===== src/rtl/scc_pkg.sv =====
// scc_pkg: constants and carriers for the system clock source control block
// assumes an 8-bit special-function-register port with one-cycle strobes
package scc_pkg;

    // ************************************************************
    // register addresses
    // ************************************************************
    localparam logic [7:0] LFO_CTRL_ADDR   = 8'he3;
    localparam logic [7:0] EXT_CTRL_ADDR   = 8'hb1;
    localparam logic [7:0] CLK_SEL_ADDR    = 8'ha9;

    // ************************************************************
    // low-frequency oscillator control fields
    // ************************************************************
    localparam int LFO_EN_BIT      = 7;
    localparam int LFO_RDY_BIT     = 6;
    localparam int LFO_TRIM_HI     = 5;
    localparam int LFO_TRIM_LO     = 2;
    localparam int LFO_DIV_HI      = 1;
    localparam int LFO_DIV_LO      = 0;
    localparam logic [3:0] LFO_TRIM_RST = 4'h8;
    localparam logic [1:0] LFO_DIV_RST  = 2'h0;

    // ************************************************************
    // external oscillator control fields
    // ************************************************************
    localparam int EXT_VALID_BIT   = 7;
    localparam int EXT_MODE_HI     = 6;
    localparam int EXT_MODE_LO     = 4;
    localparam int EXT_RANGE_HI    = 2;
    localparam int EXT_RANGE_LO    = 0;

    typedef enum logic [2:0] {
        SCC_EXT_OFF     = 3'h0,
        SCC_EXT_CMOS    = 3'h2,
        SCC_EXT_CMOS_D2 = 3'h3,
        SCC_EXT_RC      = 3'h4,
        SCC_EXT_CAP     = 3'h5,
        SCC_EXT_XTAL    = 3'h6,
        SCC_EXT_XTAL_D2 = 3'h7
    } scc_ext_mode_t;

    // ************************************************************
    // clock source select codes
    // ************************************************************
    localparam logic [1:0] SRC_HFO = 2'h0;
    localparam logic [1:0] SRC_EXT = 2'h1;
    localparam logic [1:0] SRC_LFO = 2'h2;
    localparam logic [1:0] SRC_RSV = 2'h3;

    // ************************************************************
    // timing
    // ************************************************************
    localparam int REF_CLK_HZ       = 25_000_000;
    localparam int LFO_SETTLE_US    = 100;
    localparam int LFO_SETTLE_CYC   = (LFO_SETTLE_US * (REF_CLK_HZ / 1_000_000));
    localparam int XTAL_SETTLE_US   = 1000;
    localparam int XTAL_SETTLE_CYC  = (XTAL_SETTLE_US * (REF_CLK_HZ / 1_000_000));
    localparam int SETTLE_CNT_W     = 16;

    // register bus access
    typedef struct packed {
        logic       wr;
        logic       rd;
        logic [7:0] addr;
        logic [7:0] wdata;
    } scc_sfr_req_t;

    // pins taken over by the external oscillator
    typedef struct packed {
        logic p0_2_used;
        logic p0_3_used;
    } scc_pin_use_t;

endpackage


===== src/rtl/scc_clock_control.sv =====
// scc_clock_control: oscillator control registers, settle flags, divider, glitch-free mux
// assumes oscillator edges arrive as one-cycle pulses synchronous to i_ref_clk
//
// Behaviour
// low-frequency oscillator runs only while enable bit 7 is one
// read-only ready bit 6 is one once oscillator has settled
// four-bit trim in bits 5..2, zero fastest, all ones slowest
// divider bits 1..0: 00 by 8, 01 by 4, 10 by 2, 11 by 1
// crystal or resonator mode takes port 0 pins 2 and 3
// capacitor, rc or cmos mode takes only port 0 pin 3
// software makes the crossbar skip oscillator pins
// software sets oscillator pins analog, or digital for cmos clock
// software may lower range to zero after 32.768 khz settles
// software enables missing-clock detector before external source
// software follows the crystal start-up order before switching
// hardware sets crystal-valid flag once external oscillator settles
// software waits 1 ms before reading crystal-valid in crystal mode
// internal oscillator selectable right after its enabling write
// system clock runs from external oscillator only for select 01
// external oscillator keeps clocking peripherals while internal selected
// source switches on the fly only to enabled, settled sources (low-freq: taken once enabled, before ready sets)
// rc and capacitor modes need no start-up time
// select decode: 00 high-freq, 01 external, 10 low-freq, 11 reserved
// ready bit held zero while disabled, cleared when enable clears
// source change without short pulses, on old and new edges
`timescale 1ns/1ps
module scc_clock_control
    import scc_pkg::*;
(
    input  wire logic                 i_ref_clk,
    input  wire logic                 i_nrst,
    input  wire scc_pkg::scc_sfr_req_t i_sfr,
    output logic [7:0]                o_sfr_rdata,
    input  wire logic                 i_hfo_tick,
    input  wire logic                 i_lfo_raw_tick,
    input  wire logic                 i_ext_tick,
    input  wire logic                 i_hfo_ready,
    output logic                      o_lfo_run,
    output logic [3:0]                o_lfo_trim,
    output logic                      o_ext_run,
    output logic [2:0]                o_ext_freq_range,
    output scc_pkg::scc_pin_use_t     o_pin_use,
    output logic                      o_sys_tick,
    output logic                      o_periph_ext_tick,
    output logic [1:0]                o_active_source
);
    import scc_pkg::*;

    // ************************************************************
    // registers
    // ************************************************************
    logic                    lfo_en_reg;
    logic                    lfo_rdy_reg;
    logic [3:0]              lfo_trim_reg;
    logic [1:0]              lfo_div_reg;
    logic [SETTLE_CNT_W-1:0] lfo_cnt_reg;
    scc_ext_mode_t           ext_mode_reg;
    logic [2:0]              ext_range_reg;
    logic                    ext_valid_reg;
    logic [SETTLE_CNT_W-1:0] ext_cnt_reg;
    logic [1:0]              sel_reg;
    logic [1:0]              active_reg;
    logic [2:0]              lfo_div_cnt_reg;
    logic [7:0]              rdata_reg;
    logic                    sys_tick_reg;
    logic                    periph_tick_reg;

    logic wr_lfo;
    logic wr_ext;
    logic wr_sel;
    logic lfo_tick;
    logic ext_is_xtal;
    logic ext_on;
    logic [2:0] div_mask;
    logic new_ready;
    logic old_edge;
    logic new_edge;
    logic ext_edge;
    logic lfo_edge;

    typedef enum logic [1:0] {ST_RUN, ST_WAIT_OLD, ST_WAIT_NEW} scc_sw_state_t;
    scc_sw_state_t sw_state_reg;

    assign wr_lfo = i_sfr.wr && (i_sfr.addr == LFO_CTRL_ADDR);
    assign wr_ext = i_sfr.wr && (i_sfr.addr == EXT_CTRL_ADDR);
    assign wr_sel = i_sfr.wr && (i_sfr.addr == CLK_SEL_ADDR);

    assign ext_on      = (ext_mode_reg != SCC_EXT_OFF);
    assign ext_is_xtal = (ext_mode_reg == SCC_EXT_XTAL) || (ext_mode_reg == SCC_EXT_XTAL_D2);

    // ************************************************************
    // low-frequency oscillator control
    // ************************************************************
    always_ff @(posedge i_ref_clk) begin
        if (!i_nrst) begin
            lfo_en_reg   <= 1'b0;
            lfo_trim_reg <= LFO_TRIM_RST;
            lfo_div_reg  <= LFO_DIV_RST;
        end else if (wr_lfo) begin
            lfo_en_reg   <= i_sfr.wdata[LFO_EN_BIT];
            lfo_trim_reg <= i_sfr.wdata[LFO_TRIM_HI:LFO_TRIM_LO];
            lfo_div_reg  <= i_sfr.wdata[LFO_DIV_HI:LFO_DIV_LO];
        end
    end

    // settle timer
    // ready cleared when disabled
    always_ff @(posedge i_ref_clk) begin
        if (!i_nrst || !lfo_en_reg) begin
            lfo_cnt_reg <= '0;
            lfo_rdy_reg <= 1'b0;
        end else if (lfo_cnt_reg == SETTLE_CNT_W'(LFO_SETTLE_CYC - 1)) begin
            lfo_rdy_reg <= 1'b1;
        end else begin
            lfo_cnt_reg <= lfo_cnt_reg + 1'b1;
        end
    end

    // run gate
    assign o_lfo_run  = lfo_en_reg;
    // trim passed to analog core
    assign o_lfo_trim = lfo_trim_reg;
    assign lfo_tick   = i_lfo_raw_tick && lfo_en_reg;

    // post-divider mask: 00 by 8 ... 11 by 1
    always_comb begin
        unique case (lfo_div_reg)
            2'h0: div_mask = 3'h7;
            2'h1: div_mask = 3'h3;
            2'h2: div_mask = 3'h1;
            2'h3: div_mask = 3'h0;
        endcase
    end

    always_ff @(posedge i_ref_clk) begin
        if (!i_nrst || !lfo_en_reg) begin
            lfo_div_cnt_reg <= '0;
        end else if (lfo_tick) begin
            lfo_div_cnt_reg <= lfo_div_cnt_reg + 1'b1;
        end
    end

    // ************************************************************
    // external oscillator control
    // ************************************************************
    always_ff @(posedge i_ref_clk) begin
        if (!i_nrst) begin
            ext_mode_reg  <= SCC_EXT_OFF;
            ext_range_reg <= '0;
        end else if (wr_ext) begin
            ext_mode_reg  <= scc_ext_mode_t'(i_sfr.wdata[EXT_MODE_HI:EXT_MODE_LO]);
            ext_range_reg <= i_sfr.wdata[EXT_RANGE_HI:EXT_RANGE_LO];
        end
    end

    // valid set after settling
    // rc, capacitor and cmos valid at once
    always_ff @(posedge i_ref_clk) begin
        if (!i_nrst || !ext_on) begin
            ext_cnt_reg   <= '0;
            ext_valid_reg <= 1'b0;
        end else if (!ext_is_xtal) begin
            ext_valid_reg <= 1'b1;
        end else if (ext_cnt_reg == SETTLE_CNT_W'(XTAL_SETTLE_CYC - 1)) begin
            ext_valid_reg <= 1'b1;
        end else if (i_ext_tick) begin
            ext_cnt_reg <= ext_cnt_reg + 1'b1;
        end
    end

    assign o_ext_run        = ext_on;
    assign o_ext_freq_range = ext_range_reg;
    // crystal uses both pins
    // other modes except off use pin 3 only
    assign o_pin_use.p0_2_used = ext_is_xtal;
    assign o_pin_use.p0_3_used = ext_on;

    // peripherals keep external clock
    always_ff @(posedge i_ref_clk) begin
        if (!i_nrst) begin
            periph_tick_reg <= 1'b0;
        end else begin
            periph_tick_reg <= i_ext_tick && ext_on;
        end
    end
    assign o_periph_ext_tick = periph_tick_reg;

    // ************************************************************
    // system clock selection
    // ************************************************************
    always_ff @(posedge i_ref_clk) begin
        if (!i_nrst) begin
            sel_reg <= SRC_HFO;
        end else if (wr_sel) begin
            sel_reg <= i_sfr.wdata[1:0];
        end
    end

    // per-source edges as plain nets so every tick input is in the sensitivity
    assign ext_edge = i_ext_tick && ext_on;
    assign lfo_edge = lfo_tick && ((lfo_div_cnt_reg & div_mask) == div_mask);

    // decode of select
    // low-freq usable right after its enabling write, no settle wait
    always_comb begin
        unique case (sel_reg)
            SRC_HFO: new_ready = i_hfo_ready;
            SRC_EXT: new_ready = ext_valid_reg;
            SRC_LFO: new_ready = lfo_en_reg;
            SRC_RSV: new_ready = 1'b0;
        endcase
    end

    always_comb begin
        unique case (active_reg)
            SRC_HFO: old_edge = i_hfo_tick;
            SRC_EXT: old_edge = ext_edge;
            SRC_LFO: old_edge = lfo_edge;
            SRC_RSV: old_edge = 1'b0;
        endcase
    end

    always_comb begin
        unique case (sel_reg)
            SRC_HFO: new_edge = i_hfo_tick;
            SRC_EXT: new_edge = ext_edge;
            SRC_LFO: new_edge = lfo_edge;
            SRC_RSV: new_edge = 1'b0;
        endcase
    end

    // switch only to ready source
    // finish on old then new edge
    always_ff @(posedge i_ref_clk) begin
        if (!i_nrst) begin
            sw_state_reg <= ST_RUN;
            active_reg   <= SRC_HFO;
        end else begin
            unique case (sw_state_reg)
                ST_RUN: begin
                    if (sel_reg != active_reg && new_ready) begin
                        sw_state_reg <= ST_WAIT_OLD;
                    end
                end
                ST_WAIT_OLD: begin
                    if (sel_reg == active_reg || !new_ready) begin
                        sw_state_reg <= ST_RUN;
                    end else if (old_edge) begin
                        sw_state_reg <= ST_WAIT_NEW;
                    end
                end
                ST_WAIT_NEW: begin
                    // new source lost: fall back to the old one, never stall
                    if (!new_ready) begin
                        sw_state_reg <= ST_RUN;
                    end else if (new_edge) begin
                        // external only for select 01
                        active_reg   <= sel_reg;
                        sw_state_reg <= ST_RUN;
                    end
                end
            endcase
        end
    end

    // output held quiet between old and new edge
    always_ff @(posedge i_ref_clk) begin
        if (!i_nrst) begin
            sys_tick_reg <= 1'b0;
        end else begin
            sys_tick_reg <= (sw_state_reg != ST_WAIT_NEW) && old_edge;
        end
    end
    assign o_sys_tick      = sys_tick_reg;
    assign o_active_source = active_reg;

    // ************************************************************
    // register read
    // ************************************************************
    always_ff @(posedge i_ref_clk) begin
        if (!i_nrst) begin
            rdata_reg <= '0;
        end else if (i_sfr.rd) begin
            unique case (i_sfr.addr)
                // ready gated by enable, no stale one after a disable
                LFO_CTRL_ADDR: rdata_reg <= {lfo_en_reg, lfo_rdy_reg && lfo_en_reg,
                                             lfo_trim_reg, lfo_div_reg};
                EXT_CTRL_ADDR: rdata_reg <= {ext_valid_reg, ext_mode_reg, 1'b0, ext_range_reg};
                CLK_SEL_ADDR:  rdata_reg <= {6'h00, sel_reg};
                default:       rdata_reg <= 8'h00;
            endcase
        end
    end
    assign o_sfr_rdata = rdata_reg;

endmodule


===== config.mk =====
export PLATFORM = sky130hd
export DESIGN_NAME = scc_clock_control
export DESIGN_NICKNAME = d
export VERILOG_FILES = /design/src/rtl/scc_pkg.sv /design/src/rtl/scc_clock_control.sv
export SDC_FILE = /design/constraint.sdc
export NUM_CORES = 1
export LEC_CHECK = 0
export ABC_CLOCK_PERIOD_IN_PS = 2300
export BUFFER_PORTS_ARGS = -buffer_cell sky130_fd_sc_hd__clkbuf_2
export CAP_MARGIN = 25
export CORE_ASPECT_RATIO = 1.4
export CORE_UTILIZATION = 57
export DETAILED_ROUTE_END_ITERATION = 8
export HOLD_SLACK_MARGIN = 0.05
export PLACE_DENSITY = 0.92
export SLEW_MARGIN = 5
export SYNTH_ARGS = -nofsm -noshare
export SYNTH_HDL_FRONTEND = slang
export SYNTH_SLANG_ARGS = --single-unit

===== constraint.sdc =====
create_clock -name i_ref_clk -period 2.3 [get_ports i_ref_clk]
set_input_delay 0.23 -clock i_ref_clk [delete_from_list [all_inputs] [get_ports i_ref_clk]]
set_output_delay 0.23 -clock i_ref_clk [all_outputs]
set_load 0.005 [all_outputs]

==> results_dict.tcl <==
set metrics [dict create \
    die_y_um 90.2 \
    clk_pin_slew_ns 0.07 \
    htree_levels 3 \
    syn2layout_area_growth_pct 13.8 \
    final_nets 438 \
    leakage_uw 0.00141 \
    coreArea_um2 5280 \
    drtAntennaViolNets 0 \
    synth.area.top_cells "dfxtp_1, nor2_1, mux2i_1" \
    start_util_pct 60.1 \
    cts_hold_buf 0 \
    syn_area_um2 3170 \
    power_uw 2090 \
    nFillCells 424 \
    first_iter_violations 158 \
    die_w_um 65.0 \
    clk_latency_ns 0.34 \
    rsz0062_at_grt "no" \
    period_needed_ns 2.07 \
    critical_path_class "reg -> reg" \
    antenna_found_initial 0 \
    drc 0 \
    syn_inst 360 \
    num_antenna_cells 0 \
    fin_tns_setup_ns 0 \
    cts_buffer_depth 2 \
    synth_edf_count 0 \
    pre_cts_slack_ns 0.223 \
    fin_ws_ns 0.229 \
    setup-violations-final 0 \
    drive_gt1_share_pct 18.7 \
    worst-path-max-fanout 9 \
    worst_setup_path_end_kind "flop" \
    outcome "finished, final reports clean" \
    row_count 31 \
    vias_per_cell 5.95 \
    ys.flop_type "dfxtp_1" \
    ys_seq_area_share_pct 41.7 \
    hold_viol 0 \
    cts_buffers 9 \
    routedWlPerCell_um 15.1 \
    io-pin-count 47 \
    cts_tree "built" \
    dp.final_hpwl_um 5220 \
    ys.warnings.count 0 \
    grt_pass1_vias 2787 \
    synth_most_common_cell "dfxtp_1" \
    cts_resized 0 \
    fmax_mhz 483 \
    grt_max_degree 24 \
    grt_first_pass_wirelength_um 12300 \
    yosysTopAreaCellShare_pct 41.7 \
    wirelength_um 7230 \
    finClkSkew_ns 0.00783 \
    postCtsSetupBuffers 0 \
    vdd_ir_drop_max_mv 0.699 \
    synthArstFlopShare_pct 0 \
    hp-class "in -> reg" \
    via_count 2842 \
    dp.cells 463 \
    synth_commonest_cells "dfxtp_1, nor2_1, nand2_1" \
    slew_violations 0 \
    layoutNonFillerInstCount 478 \
    cp.required_ns 2.54 \
    fin_crit_sh_pct 90.1 \
    arrival_ns 2.31 \
    cts_root_buffer "clkbuf_8" \
    tightest_slew_ns 0.853 \
    syn_nets 390 \
    avgSynthCellArea_um2 8.81 \
    port_buffers 46 \
    holdWs_ns 0.134 \
    slew_headroom_pct 43.0 \
    maxCapViolCount 0 \
    synth_cell_types 54 \
    dr.pass1.iters 4 \
    start_kind "flop" \
    clkSinkCount 66 \
    pwr_density_cell_nw_per_um2 579 \
    grt_usage_pct 26.9 \
    place.gp.congestion 0.940 \
    die-area_um2 5870 \
    synth_top_cell_by_area "dfxtp_1" \
    ys_ff_latch 66 \
    gr-total-overflow 0 \
]
worst max-delay path: stages, from the launching register on:
cell and delay [ns]:
dfxtp_1 0.33, ha_1 0.21, nand2_1 0.15, nor4_2 0.12, a2111oi_2 0.73, a31oi_1 0.18, a41o_1 0.24
cell type report:
| type | instances | area [um2] | area share (%) |
|---|---|---|---|
| clock buffers | 12 | 155 | 4.30 |
| clock inverters | 3 | 15.0 | 0.416 |
| inverters | 15 | 56.3 | 1.56 |
| multi-input cells | 263 | 1700 | 47.0 |
| flip-flops and latches | 66 | 1320 | 36.6 |
| well taps | 66 | 82.6 | 2.29 |
| repair buffers | 53 | 283 | 7.84 |
cells by family after synthesis:
kind of cell / share of synthesized area [%]
AO/OA/AOI/OAI: 15.9
XOR/XNOR: 6.35
adder cells (fa/ha/maj): 2.37
buffers and inverters: 4.85
flip-flops: 41.7
multiplexers: 4.42
AND/OR/NAND/NOR: 24.5
routing by layer:
layer	wire, um	share of wire (%)	track usage, %	vias up
met4	234	3.2	13.6	0
met3	347	4.8	7.23	24
met5	0	0	0	-
met1	2910	40	30.1	1342
met2	3740	52	45.8	92
li1	-	-	-	1384
power breakdown:
part / internal (uW) / switching, uW / leakage, uW
logic: 37.5 / 49.9 / 0.000786
clock network: 438 / 412 / 0.0000920
registers: 1150 / 3.11 / 0.000532
placed cells by master (no fill, tap or decap), drive strengths merged, types with 10 or more instances in the layout:
master,instances
a21oi,24
and3,10
clkbuf,58
dfxtp,66
inv,15
mux2i,14
nand2,33
nand3,25
nor2,41
xnor2,13
xor2,10
final timing paths:
kind | start | to | slack [ns] | cells after the start
min reg2reg | lfo_rdy_reg | lfo_rdy_reg | 0.45 | 2
min | i_sfr[7] | o_lfo_run | 0.13 | 3
max reg2reg | ext_cnt_reg[0] | ext_cnt_reg[13] | 0.23 | 6
max | ext_cnt_reg[0] | ext_cnt_reg[13] | 0.23 | 6
stage by stage:
stage	utilization (%)	instance area, um2
floorplan	-	3170
global placement	65.2	3440
detailed placement	65.2	3440
CTS	68.4	3610
global route	68.4	3610
finish	68.4	3610
Note: power is estimated with default switching activity, not from simulation.
